**src/shared/cic_cfg.svh**
```systemverilog
`ifndef CIC_CFG_SVH
`define CIC_CFG_SVH

// register byte addresses
`define CIC_ADDR_CTRL    8'h00
`define CIC_ADDR_RXFLG   8'h04
`define CIC_ADDR_RXIE    8'h08
`define CIC_ADDR_TXFLG   8'h0c
`define CIC_ADDR_TXIE    8'h10
`define CIC_ADDR_ERRCNT  8'h14
`define CIC_ADDR_CFG     8'h18
`define CIC_ADDR_CFG_END 8'h40

// protected configuration bank, byte count and index of three of its bytes
`define CIC_CFG_NUM      11
`define CIC_IDX_MCTRL2   4'h0
`define CIC_IDX_CODE1    4'h5
`define CIC_IDX_MASK1    4'h9

// control register fields and reset value
`define CIC_CTRL_LOCK    0
`define CIC_CTRL_SLEEPRQ 1
`define CIC_CTRL_RST     8'h01

// flag vector positions: rx flag register low, tx flags above
`define CIC_F_RXFULL     0
`define CIC_F_OVR        1
`define CIC_F_BOFF       2
`define CIC_F_TPASS      3
`define CIC_F_RPASS      4
`define CIC_F_TWARN      5
`define CIC_F_RWARN      6
`define CIC_F_WAKE       7
`define CIC_F_TX0        8
`define CIC_NFLAG        11
`define CIC_FLAG_RST     11'h700
`define CIC_ERR_MASK     11'h07e

// error counter limits
`define CIC_WARN_LIMIT   8'h60
`define CIC_PASS_LIMIT   8'h7f
`define CIC_BOFF_LIMIT   9'h0ff

// bus answers and pin level
`define CIC_RESP_OKAY    2'h0
`define CIC_RESP_SLVERR  2'h2
`define CIC_RECESSIVE    1'h1

`endif

```
**src/shared/cic_pkg.sv**
```systemverilog
package cic_pkg;

	// controller operating mode
	typedef enum logic [2:0] {
		CIC_ST_NORMAL = 3'b001,
		CIC_ST_SLEEP  = 3'b010,
		CIC_ST_SOFT   = 3'b100
	} cic_mode_type;

	// status coming from the protocol engine
	typedef struct packed {
		logic       rx_frame_ok;
		logic       rx_overrun;
		logic       bus_activity;
		logic       engine_idle;
		logic [7:0] rx_err_cnt;
		logic [8:0] tx_err_cnt;
		logic [2:0] tx_done;
		logic       tx_bit;
		logic [7:0] shift_byte;
		logic [7:0] shift_byte_early;
		logic       stuff_16_15;
	} cic_eng_type;

	// the four interrupt request lines
	typedef struct packed {
		logic wakeup;
		logic error;
		logic receive;
		logic transmit;
	} cic_irq_type;

endpackage : cic_pkg

```
**src/hdl/cic_flag.sv**
```systemverilog
`timescale 1ns/100ps
module cic_flag #(
	parameter logic RST_VAL = 1'b0
) (
	// clock and reset
	input  wire logic aclk,
	input  wire logic aresetn,
	input  wire logic ce,
	// set and write-one clear
	input  wire logic set,
	input  wire logic clr,
	output logic      q
);
	import cic_pkg::*;

	logic next_q;

	// set beats clear, so a live condition keeps the flag up
	assign next_q = set | (q & ~clr);

	always_ff @(posedge aclk) begin
		if (!aresetn)
			q <= RST_VAL;
		else if (ce)
			q <= next_q;
	end
endmodule : cic_flag

```
**src/hdl/cic_top.sv**
```systemverilog
// The register addresses and the AXI4-Lite slave port were chosen for this implementation.
`timescale 1ns/100ps
`include "cic_cfg.svh"

// Notes on behaviour
// - four vectors from eleven sources, each source with its own enable bit.
// - each empty transmit buffer flags itself; each buffer has its own enable.
// - receive-full flag set right after end of frame into the foreground buffer.
// - wakeup flag only on bus activity while sleep ack and wakeup enable are 1.
// - receive overrun sets overrun flag, an error source.
// - receive error count reaching 96 sets receive warning flag.
// - transmit error count reaching 96 sets transmit warning flag.
// - receive error count above 127 sets receive error-passive flag.
// - transmit error count above 127 sets transmit error-passive flag.
// - transmit error count above 255 sets bus-off flag.
// - interrupt stays pending while any of its flags remains set.
// - software clears a flag only by writing one to its bit.
// - clearing is ignored while the setting condition still holds.
// - wakeup, six error, receive, three transmit flags; all gated by global mask.
// - error counters cannot be written by software.
// - configuration bank writes take effect only while soft reset lock is set.
// - transmit pin forced recessive in every low-power mode.
// - byte-two compare uses early shift contents after a stuff bit at 16/15.
// - setting soft reset halts transmission and reception at once.
// - sleep acknowledge stays set for the whole sleep period.
module cic_top (
	// clock, reset, enable
	input  wire logic                  aclk,
	input  wire logic                  aresetn,
	input  wire logic                  ce,
	// axi4-lite write
	input  wire logic [7:0]            awaddr,
	input  wire logic                  awvalid,
	output logic                       awready,
	input  wire logic [31:0]           wdata,
	input  wire logic [3:0]            wstrb,
	input  wire logic                  wvalid,
	output logic                       wready,
	output logic [1:0]                 bresp,
	output logic                       bvalid,
	input  wire logic                  bready,
	// axi4-lite read
	input  wire logic [7:0]            araddr,
	input  wire logic                  arvalid,
	output logic                       arready,
	output logic [31:0]                rdata,
	output logic [1:0]                 rresp,
	output logic                       rvalid,
	input  wire logic                  rready,
	// protocol engine side
	input  wire cic_pkg::cic_eng_type  eng,
	input  wire logic                  power_down,
	output logic                       engine_halt,
	output logic                       can_transmit_pin,
	output logic [10:0][7:0]           config_regs,
	output logic                       byte_two_match,
	// cpu interrupt side
	input  wire logic                  global_mask,
	output cic_pkg::cic_irq_type       irq
);
	import cic_pkg::*;

	////////////////////////////////////////////////////////////////////
	// state
	logic              aw_held;
	logic              w_held;
	logic [7:0]        aw_addr;
	logic [7:0]        w_data;
	logic              w_strb0;
	logic [7:0]        ctrl;
	logic [7:0]        rx_ie;
	logic [2:0]        tx_ie;
	cic_mode_type      mode;
	cic_mode_type      next_mode;
	logic [10:0]       flags;
	logic [10:0]       flag_set;
	logic [10:0]       flag_clr;
	logic [10:0]       flag_en;

	////////////////////////////////////////////////////////////////////
	// write decode
	wire        do_write  = ce & aw_held & w_held & ~bvalid;
	wire        wr_go     = do_write & w_strb0;
	wire [7:0]  wa_off    = aw_addr - `CIC_ADDR_CFG;
	wire [3:0]  wa_idx    = wa_off[5:2];
	wire        wa_cfg    = (aw_addr >= `CIC_ADDR_CFG) & (aw_addr <= `CIC_ADDR_CFG_END);
	wire        wa_known  = (aw_addr <= `CIC_ADDR_CFG_END) & (aw_addr[1:0] == 2'h0);
	wire        wr_ctrl   = wr_go & (aw_addr == `CIC_ADDR_CTRL);
	wire        wr_rxflg  = wr_go & (aw_addr == `CIC_ADDR_RXFLG);
	wire        wr_rxie   = wr_go & (aw_addr == `CIC_ADDR_RXIE);
	wire        wr_txflg  = wr_go & (aw_addr == `CIC_ADDR_TXFLG);
	wire        wr_txie   = wr_go & (aw_addr == `CIC_ADDR_TXIE);
	wire        lock      = ctrl[`CIC_CTRL_LOCK];
	wire        sleep_req = ctrl[`CIC_CTRL_SLEEPRQ];
	wire        wr_cfg    = wr_go & wa_cfg & wa_known & lock;

	// handshake readies drop with ce so nothing is taken while frozen
	assign awready = ce & ~aw_held;
	assign wready  = ce & ~w_held;
	assign arready = ce & ~rvalid;

	// address and data are captured in either order
	always_ff @(posedge aclk) begin
		if (!aresetn) begin
			aw_held <= 1'b0;
			aw_addr <= 8'h00;
		end else if (ce && awvalid && !aw_held) begin
			aw_held <= 1'b1;
			aw_addr <= awaddr;
		end else if (do_write) begin
			aw_held <= 1'b0;
		end
	end

	always_ff @(posedge aclk) begin
		if (!aresetn) begin
			w_held  <= 1'b0;
			w_data  <= 8'h00;
			w_strb0 <= 1'b0;
		end else if (ce && wvalid && !w_held) begin
			w_held  <= 1'b1;
			w_data  <= wdata[7:0];
			w_strb0 <= wstrb[0];
		end else if (do_write) begin
			w_held  <= 1'b0;
		end
	end

	// response follows both halves; unmapped addresses get slverr
	always_ff @(posedge aclk) begin
		if (!aresetn) begin
			bvalid <= 1'b0;
			bresp  <= `CIC_RESP_OKAY;
		end else if (do_write) begin
			bvalid <= 1'b1;
			bresp  <= wa_known ? `CIC_RESP_OKAY : `CIC_RESP_SLVERR;
		end else if (ce && bready) begin
			bvalid <= 1'b0;
		end
	end

	////////////////////////////////////////////////////////////////////
	// software registers
	// counters sit outside this bank, so a write can never reach them
	always_ff @(posedge aclk) begin
		if (!aresetn) begin
			ctrl  <= `CIC_CTRL_RST;
			rx_ie <= 8'h00;
			tx_ie <= 3'h0;
		end else begin
			if (wr_ctrl)
				ctrl <= w_data;
			if (wr_rxie)
				rx_ie <= w_data;
			if (wr_txie)
				tx_ie <= w_data[2:0];
		end
	end

	// configuration bank only moves while the lock is set
	always_ff @(posedge aclk) begin
		if (!aresetn)
			config_regs <= '0;
		else if (wr_cfg)
			config_regs[wa_idx] <= w_data;
	end

	////////////////////////////////////////////////////////////////////
	// read path
	wire [7:0]  ra_off   = araddr - `CIC_ADDR_CFG;
	wire [3:0]  ra_idx   = ra_off[5:2];
	wire        ra_known = (araddr <= `CIC_ADDR_CFG_END) & (araddr[1:0] == 2'h0);
	wire        ra_cfg   = araddr >= `CIC_ADDR_CFG;
	wire [31:0] ra_cnt   = {15'h0000, eng.tx_err_cnt, eng.rx_err_cnt};
	wire [31:0] rd_mux   =
		!ra_known                      ? 32'h0000_0000 :
		ra_cfg                         ? {24'h000000, config_regs[ra_idx]} :
		(araddr == `CIC_ADDR_CTRL)     ? {24'h000000, ctrl} :
		(araddr == `CIC_ADDR_RXFLG)    ? {24'h000000, flags[7:0]} :
		(araddr == `CIC_ADDR_RXIE)     ? {24'h000000, rx_ie} :
		(araddr == `CIC_ADDR_TXFLG)    ? {29'h00000000, flags[10:8]} :
		(araddr == `CIC_ADDR_TXIE)     ? {29'h00000000, tx_ie} :
		ra_cnt;

	always_ff @(posedge aclk) begin
		if (!aresetn) begin
			rvalid <= 1'b0;
			rdata  <= 32'h0000_0000;
			rresp  <= `CIC_RESP_OKAY;
		end else if (ce && arvalid && !rvalid) begin
			rvalid <= 1'b1;
			rdata  <= rd_mux;
			rresp  <= ra_known ? `CIC_RESP_OKAY : `CIC_RESP_SLVERR;
		end else if (ce && rready) begin
			rvalid <= 1'b0;
		end
	end

	////////////////////////////////////////////////////////////////////
	// mode control: sleep needs an idle engine, lock overrides all
	wire sleep_ack = (mode == CIC_ST_SLEEP);

	always_comb begin
		next_mode = mode;
		unique case (mode)
			CIC_ST_NORMAL: begin
				if (lock)
					next_mode = CIC_ST_SOFT;
				else if (sleep_req && eng.engine_idle)
					next_mode = CIC_ST_SLEEP;
			end
			CIC_ST_SLEEP: begin
				if (lock)
					next_mode = CIC_ST_SOFT;
				else if (!sleep_req || eng.bus_activity)
					next_mode = CIC_ST_NORMAL;
			end
			CIC_ST_SOFT: begin
				if (!lock)
					next_mode = CIC_ST_NORMAL;
			end
			default: next_mode = CIC_ST_SOFT;
		endcase
	end

	always_ff @(posedge aclk) begin
		if (!aresetn)
			mode <= CIC_ST_SOFT;
		else if (ce)
			mode <= next_mode;
	end

	// halt follows the lock bit directly, even mid-frame
	assign engine_halt = lock;

	// any low-power mode pins the line recessive
	assign can_transmit_pin = (mode != CIC_ST_NORMAL || power_down) ?
		`CIC_RECESSIVE : eng.tx_bit;

	////////////////////////////////////////////////////////////////////
	// flag sources; level conditions keep setting, which blocks a clear
	wire rwarn_c = eng.rx_err_cnt >= `CIC_WARN_LIMIT;
	wire twarn_c = eng.tx_err_cnt >= {1'b0, `CIC_WARN_LIMIT};
	wire rpass_c = eng.rx_err_cnt > `CIC_PASS_LIMIT;
	wire tpass_c = eng.tx_err_cnt > {1'b0, `CIC_PASS_LIMIT};
	wire boff_c  = eng.tx_err_cnt > `CIC_BOFF_LIMIT;
	wire wake_c  = eng.bus_activity & (sleep_ack | power_down) & sleep_ack
		& rx_ie[`CIC_F_WAKE];

	// new frame lands in the foreground only while it is free
	assign flag_set[`CIC_F_RXFULL] = eng.rx_frame_ok & ~flags[`CIC_F_RXFULL];
	assign flag_set[`CIC_F_OVR]    = eng.rx_overrun;
	assign flag_set[`CIC_F_BOFF]   = boff_c;
	assign flag_set[`CIC_F_TPASS]  = tpass_c;
	assign flag_set[`CIC_F_RPASS]  = rpass_c;
	assign flag_set[`CIC_F_TWARN]  = twarn_c;
	assign flag_set[`CIC_F_RWARN]  = rwarn_c;
	assign flag_set[`CIC_F_WAKE]   = wake_c;
	assign flag_set[10:8]          = eng.tx_done;

	// write one clears; zeros leave flags alone
	assign flag_clr = {wr_txflg ? w_data[2:0] : 3'h0,
		wr_rxflg ? w_data : 8'h00};

	genvar gi;
	generate
		for (gi = 0; gi < `CIC_NFLAG; gi++) begin : g_flag
			cic_flag #(
				.RST_VAL (1'((`CIC_FLAG_RST >> gi) & 1))
			) u_flag (
				.aclk    (aclk),
				.aresetn (aresetn),
				.ce      (ce),
				.set     (flag_set[gi]),
				.clr     (flag_clr[gi]),
				.q       (flags[gi])
			);
		end
	endgenerate

	////////////////////////////////////////////////////////////////////
	// vectors: flag and enable, ored per group, then cpu mask
	assign flag_en      = flags & {tx_ie, rx_ie};
	assign irq.wakeup   = flag_en[`CIC_F_WAKE] & ~global_mask;
	assign irq.error    = |(flag_en & `CIC_ERR_MASK) & ~global_mask;
	assign irq.receive  = flag_en[`CIC_F_RXFULL] & ~global_mask;
	assign irq.transmit = |flag_en[10:8] & ~global_mask;

	////////////////////////////////////////////////////////////////////
	// byte-two filter compare keeps the early-shift quirk; masked bits
	// are don't care, which is how 1111 xxx1 hides it
	wire [7:0] cmp_val = eng.stuff_16_15 ? eng.shift_byte_early : eng.shift_byte;
	wire       cmp_hit = ((cmp_val ^ config_regs[`CIC_IDX_CODE1])
		& ~config_regs[`CIC_IDX_MASK1]) == 8'h00;

	always_ff @(posedge aclk) begin
		if (!aresetn)
			byte_two_match <= 1'b0;
		else if (ce)
			byte_two_match <= cmp_hit;
	end
endmodule : cic_top

```
**config.mk**
```make
export PLATFORM = sky130hd
export DESIGN_NAME = cic_top
export DESIGN_NICKNAME = d
export VERILOG_FILES = /design/src/shared/cic_pkg.sv /design/src/hdl/cic_flag.sv /design/src/hdl/cic_top.sv
export VERILOG_INCLUDE_DIRS = /design/src /design/src/shared
export SDC_FILE = /design/constraint.sdc
export NUM_CORES = 1
export LEC_CHECK = 0
export BUFFER_PORTS_ARGS = -buffer_cell sky130_fd_sc_hd__buf_2
export CORE_AREA = 2 2 145 147
export DETAILED_ROUTE_END_ITERATION = 16
export DIE_AREA = 0 0 147 149
export GPL_ROUTABILITY_DRIVEN = 0
export HOLD_SLACK_MARGIN = 0.1
export PLACE_DENSITY_LB_ADDON = 0.08
export SLEW_MARGIN = 20
export SYNTH_ARGS = -nofsm -noshare
export SYNTH_HDL_FRONTEND = slang
export SYNTH_SLANG_ARGS = --single-unit
```
**constraint.sdc**
```tcl
create_clock -name aclk -period 2.9 [get_ports aclk]
set_input_delay 0.145 -clock aclk [delete_from_list [all_inputs] [get_ports aclk]]
set_output_delay 0.145 -clock aclk [all_outputs]
set_load 0.05 [all_outputs]
```
Word level (Yosys, flattened, before mapping)

Cells that the tools add are included.

Bits in registers: 179
Bits of input ports: 104
Output and inout bits: 136
Logic and storage cells: 195

$add $sub $neg: 2
$lt $le $gt $ge: 12
Eq/ne operators: 15
Mux-type cells: 31
Bitwise logic cells: 70
Reductions and logical operators: 28

Operator list:

| kind                | number |
|---|---|
| $mux 17             | 7 |
| $bwmux 88           | 1 |
| $and 1x1->1         | 37 |
| $bmux 8 s4          | 1 |
| $demux 8 s4         | 1 |
| $eq 8x4->1 const B  | 4 |
| $mux 8              | 4 |
| $logic_not 8->1     | 3 |
| $mux 3              | 6 |
| $not 1->1           | 17 |
| $eq 8x3->1 const B  | 2 |
| $eq 8x5->1 const B  | 2 |
| $ge 8x5->1 const B  | 2 |
| $le 8x7->1 const B  | 2 |
| $or 1x1->1          | 12 |
| $sub 6x5->6 const B | 2 |
| $and 11x11->11      | 1 |
| $logic_and 1x1->1   | 10 |
| $lt 4x5->1 const B  | 2 |
| $ge 9x7->1 const B  | 1 |
| $gt 9x7->1 const B  | 1 |
| $gt 9x8->1 const B  | 1 |
| $pmux 3 s3          | 1 |
| $and 8x8->8         | 1 |
| 21 further kinds    | 37 |

Depth between registers and ports, before layout

Depth in word-level cells: 9
Mapped depth: 9
Gate-level depth less buffers: 7

Cells and area by module

From an unflattened synthesis, not the netlist that was laid out.

Cells, all modules: 911
Area total of the unflattened synthesis: 7,886.3 sq um

Modules (own cells, without submodules):

| module                           | times used | cells each | area each (sq um) | seq. area each (sq um) |
|---|---|---|---|---|
| cic_top                          | 1          | 867        | 7,463.4           | 3,022.9 |
| cic_flag (g_flag[0].u_flag ...)  | 8          | 4          | 38.8              | 20.0 |
| cic_flag (g_flag[10].u_flag ...) | 3          | 4          | 37.5              | 20.0 |

Least setup slack after synthesis

Ideal clock, no wire load.

Path kind: register -> register
Start: reg aw_addr[3]
End: reg config_regs[40] (netlist name)
Library setup time: 128 ps
Arrival: 2,322 ps
Required time: 2,772 ps
Slack: 451 ps
Stages on the path, launching flop included: 10
Path buffers: 3
Clock period less this slack: 2,449 ps
Cells stage by stage: dfxtp_1 clkbuf_1 inv_1 ha_1 clkbuf_1 and2_1 clkbuf_1 nand4_4 mux2i_1 nor2_1

Longest elaborated chain between the ends: 6
Elaborated cells on any way between the ends: 14
Classes of those cells: add/sub: 1; order compare: 4; mux: 3; bitwise: 5; reduce/logical: 1

RTL lines:

| element                                                        | line           | RTL |
|---|---|---|
| start, declared                                                | cic_top.sv:67  | `logic [7:0] aw_addr;` |
| start signal, assigned                                         | cic_top.sv:109 | `aw_addr <= awaddr;` |
| $sub 6x5->6 (no line)                                          | -              |  |
| $lt 4x5->1 (implied by the code) or $ge 4x1->1 (tied branches) | cic_top.sv:165 | `config_regs[wa_idx] <= w_data;` |
| $logic_and 1x1->1 (implied by the code)                        | cic_top.sv:165 |  |
| $mux 8 (implied by the code)                                   | cic_top.sv:165 |  |
| $demux 8 s4                                                    | cic_top.sv:165 |  |
| $bwmux 88                                                      | cic_top.sv:165 |  |
| end signal, assigned by index                                  | cic_top.sv:165 |  |
| end, declared                                                  | cic_top.sv:55  | `output logic [10:0][7:0] config_regs,` |

Several ways; a longest one is shown, not always the timed one.
A chain may end at the register's enable or synchronous reset.

Worst setup path in the final report

Start: reg aw_addr[4]
End: reg config_regs[82] (netlist name)

The elaborated chain is that of the path after synthesis.

==> flow_metrics.tcl <==
set metrics [dict create \
    status "finished clean" \
    fin_skew_ns 0.00997 \
    ys_seq_area_frac 0.407 \
    grt_max_degree 127 \
    wl_per_cell_um 18.8 \
    p_per_area_mw_per_mm2 482 \
    cts_setup_buffers 0 \
    power.leakage_nw 4.69 \
    ant_nets 0 \
    post-route-util 0.501 \
    clkSinkCount 162 \
    hpwl_um 18500 \
    critical_path_class "register to register" \
    arrival_ns 2.81 \
    startpoint "aw_addr[4]" \
    cts-htree-levels 4 \
    core_area_mm2 0.0206 \
    r2r_start "aw_addr[4]" \
    seq_power_share 0.463 \
    min_period_over_period 0.848 \
    drt_iter0_markers 433 \
    portBuffers 195 \
    worstMarginPinSlew_ns 0.860 \
    setup-tns-final_ns 0 \
    p_comb_frac 0.100 \
    syn_inst 868 \
    clock_latency_ns 0.43 \
    setup_viol 0 \
    grt_pass1_vias 7177 \
    multi_input_area_mm2 0.00436 \
    vias 7328 \
    netlist_area_mm2 0.00796 \
    min_from "araddr[6]" \
    cts_tree "built" \
    endpoint_kind "register" \
    die-area_mm2 0.0219 \
    drtPass1Iterations 5 \
    start_kind "register" \
    final-max-slew-violation-count 0 \
    viasPerCell 5.27 \
    synth_seq_cells 162 \
    die_w_um 147 \
    grt_pass1_wl_um 40300 \
    maxCapViolCount 0 \
    area.sequential_mm2 0.00324 \
    post-route-min-period_ns 2.46 \
    track_usage 0.239 \
    start_util 0.387 \
    power.share.clock 0.437 \
    ir_drop_uv 406 \
    syn_to_final_growth_pct 29.4 \
    io_pins 240 \
    critPathMaxFanout 8 \
    cts_buffers 17 \
    worst_ep_required_time_ns 3.25 \
    yosys_warnings 0 \
    drcViolationCount 0 \
    power.internal_mw 3.63 \
    antenna_found_initial 0 \
    drive_above_1_share 0.261 \
    synthArstFlopShare 0 \
    synth_edf_count 0 \
    die_h_um 149 \
    r2r_slack_ns 0.44 \
    fmax_mhz 407 \
    nets 1208 \
    report.final.hold_viol_count 0 \
    sw_frac_of_total 0.269 \
    clkSlewWorstSetupHoldPaths_ns 0.07 \
    slew_headroom 0.426 \
    synth.avg_cell_area_um2 9.17 \
    wl_um 26100 \
    nFillCells 2018 \
    rsz0062_at_grt "false" \
    clk_path_buf_depth 2 \
    cts-root-buf "clkbuf_16" \
    synthFlopType "dfxtp_1" \
    rows 53 \
    p_switching_mw 1.34 \
    holdCritPathClass "input port to register" \
    globalRouteOverflowTotal 0 \
    ys_types 66 \
]
[worst max-delay path, cell delays in order (launching register included)]
cell and delay, ns:
dfxtp_1 0.40, inv_1 0.12, ha_1 0.14, or3b_4 0.40, a21oi_2 0.29, nand3_2 0.20, nor4bb_2 0.35, buf_4 0.27
mux2i_1 0.20
[power by group through the flow]
| stage | Combinational, mW | Clock [mW] | Sequential, mW |
|---|---|---|---|
| floorplan | 0.321 | 0 | 2.32 |
| global placement | 0.441 | 0 | 2.35 |
| detailed placement | 0.444 | 0 | 2.35 |
| CTS | 0.495 | 2.22 | 2.30 |
| global route | 0.538 | 2.29 | 2.30 |
| finish | 0.495 | 2.17 | 2.30 |
[registers in the layout (all words and copies together) (netlist names)]
name	count
bvalid	1
rx_ie	8
rresp	1
tx_ie	3
mode	3
rdata	17
g_flag.u_flag.q	11
rvalid	1
w_strb0	1
ctrl	8
w_held	1
bresp	1
aw_addr	8
aw_held	1
byte_two_match	1
w_data	8
config_regs	88
[cell families (layout without fill, tap and decap cells)]
family,Yosys count,after routing,synth area share
adders and majority gates,3,3,0.00472
other,1,18,0.000471
muxes,147,147,0.210
AOI/OAI and AO/OA,143,143,0.126
xor gates and xnor gates,8,8,0.00880
and+or+nand+nor,312,312,0.189
buffers and inverters,92,322,0.0533
DFF,162,162,0.407
[routing by layer]
metal	share of wire	track usage	vias up
met3	0.049	0.0453	40
li1	-	-	3562
met1	0.45	0.317	3500
met4	0.028	0.0841	0
met2	0.47	0.392	226
met5	0	0	-
[through the flow]
step / worst slack (ns) / std cells / total power, mW / cell area (µm²) / hold slack [ns]
6_report: 0.440 / 1390 / 4.96 / 10300 / 0.139
3_5_place_dp: 0.443 / 1304 / 2.79 / 9210 / 0.379
4_1_cts: 0.435 / 1389 / 5.01 / 10300 / 0.125
5_1_grt: 0.148 / 1389 / 5.13 / 10300 / 0.166
2_1_floorplan: 0.451 / 884 / 2.64 / 8020 / 0.285
3_3_place_gp: 0.528 / 1304 / 2.79 / 9210 / 0.375
[cell usage after synthesis, types with 7 or more instances]
cell / number / share of area
a22oi_1: 15 / 0.014
nand2_1: 100 / 0.047
xor2_1: 7 / 0.0077
a21oi_1: 42 / 0.026
mux4_2: 16 / 0.045
mux2i_1: 129 / 0.16
clkbuf_1: 50 / 0.024
inv_1: 14 / 0.0066
a211oi_1: 15 / 0.014
nor2b_1: 7 / 0.0055
nor2_1: 106 / 0.050
a2bb2oi_1: 8 / 0.0088
nand3_1: 46 / 0.029
nand4_1: 7 / 0.0055
a311oi_1: 9 / 0.0099
dfxtp_1: 162 / 0.41
nor3_1: 9 / 0.0057
o21ai_0: 19 / 0.012
buf_4: 17 / 0.016
[final timing paths]
kind | to | cells after the start
min | rdata[2] | 4
max | config_regs[82] | 8
max reg2reg | config_regs[82] | 8
min reg2reg | rdata[16] | 2
[repair_timing]
item                      in CTS  in global routing
resized for setup              0                  0
hold endpoints to repair      38                  0
hold buffers                  53                  0
[final cells by class]
cell class,instances,area share
multi-input combinational,630,0.423
sequential,162,0.315
timing repair buffer,275,0.168
clock buffer,18,0.0417
tap,275,0.0334
clock inverter,14,0.0125
inverter,15,0.00559
antenna,1,0.000243
[placed cells by master (no fill, tap or decap), types with 5 or more instances in the layout]
master / Yosys / layout
a211oi_1: 15 / 15
a21oi_1: 42 / 42
a22oi_1: 15 / 15
a2bb2oi_1: 8 / 8
a311oi_1: 9 / 9
buf_2: 5 / 195
buf_4: 17 / 25
clkbuf_16: 0 / 17
clkinv_2: 0 / 5
conb_1: 1 / 17
dfxtp_1: 162 / 162
dlygate4sd3_1: 0 / 53
inv_1: 14 / 14
mux2i_1: 129 / 129
mux4_2: 16 / 16
nand2_1: 100 / 100
nand3_1: 46 / 46
nand4_1: 7 / 7
nor2_1: 106 / 106
nor2b_1: 7 / 7
nor3_1: 9 / 9
o211ai_1: 6 / 6
o21ai_0: 19 / 19
xor2_1: 7 / 7
No activity file was read; power rests on OpenSTA's default activity.
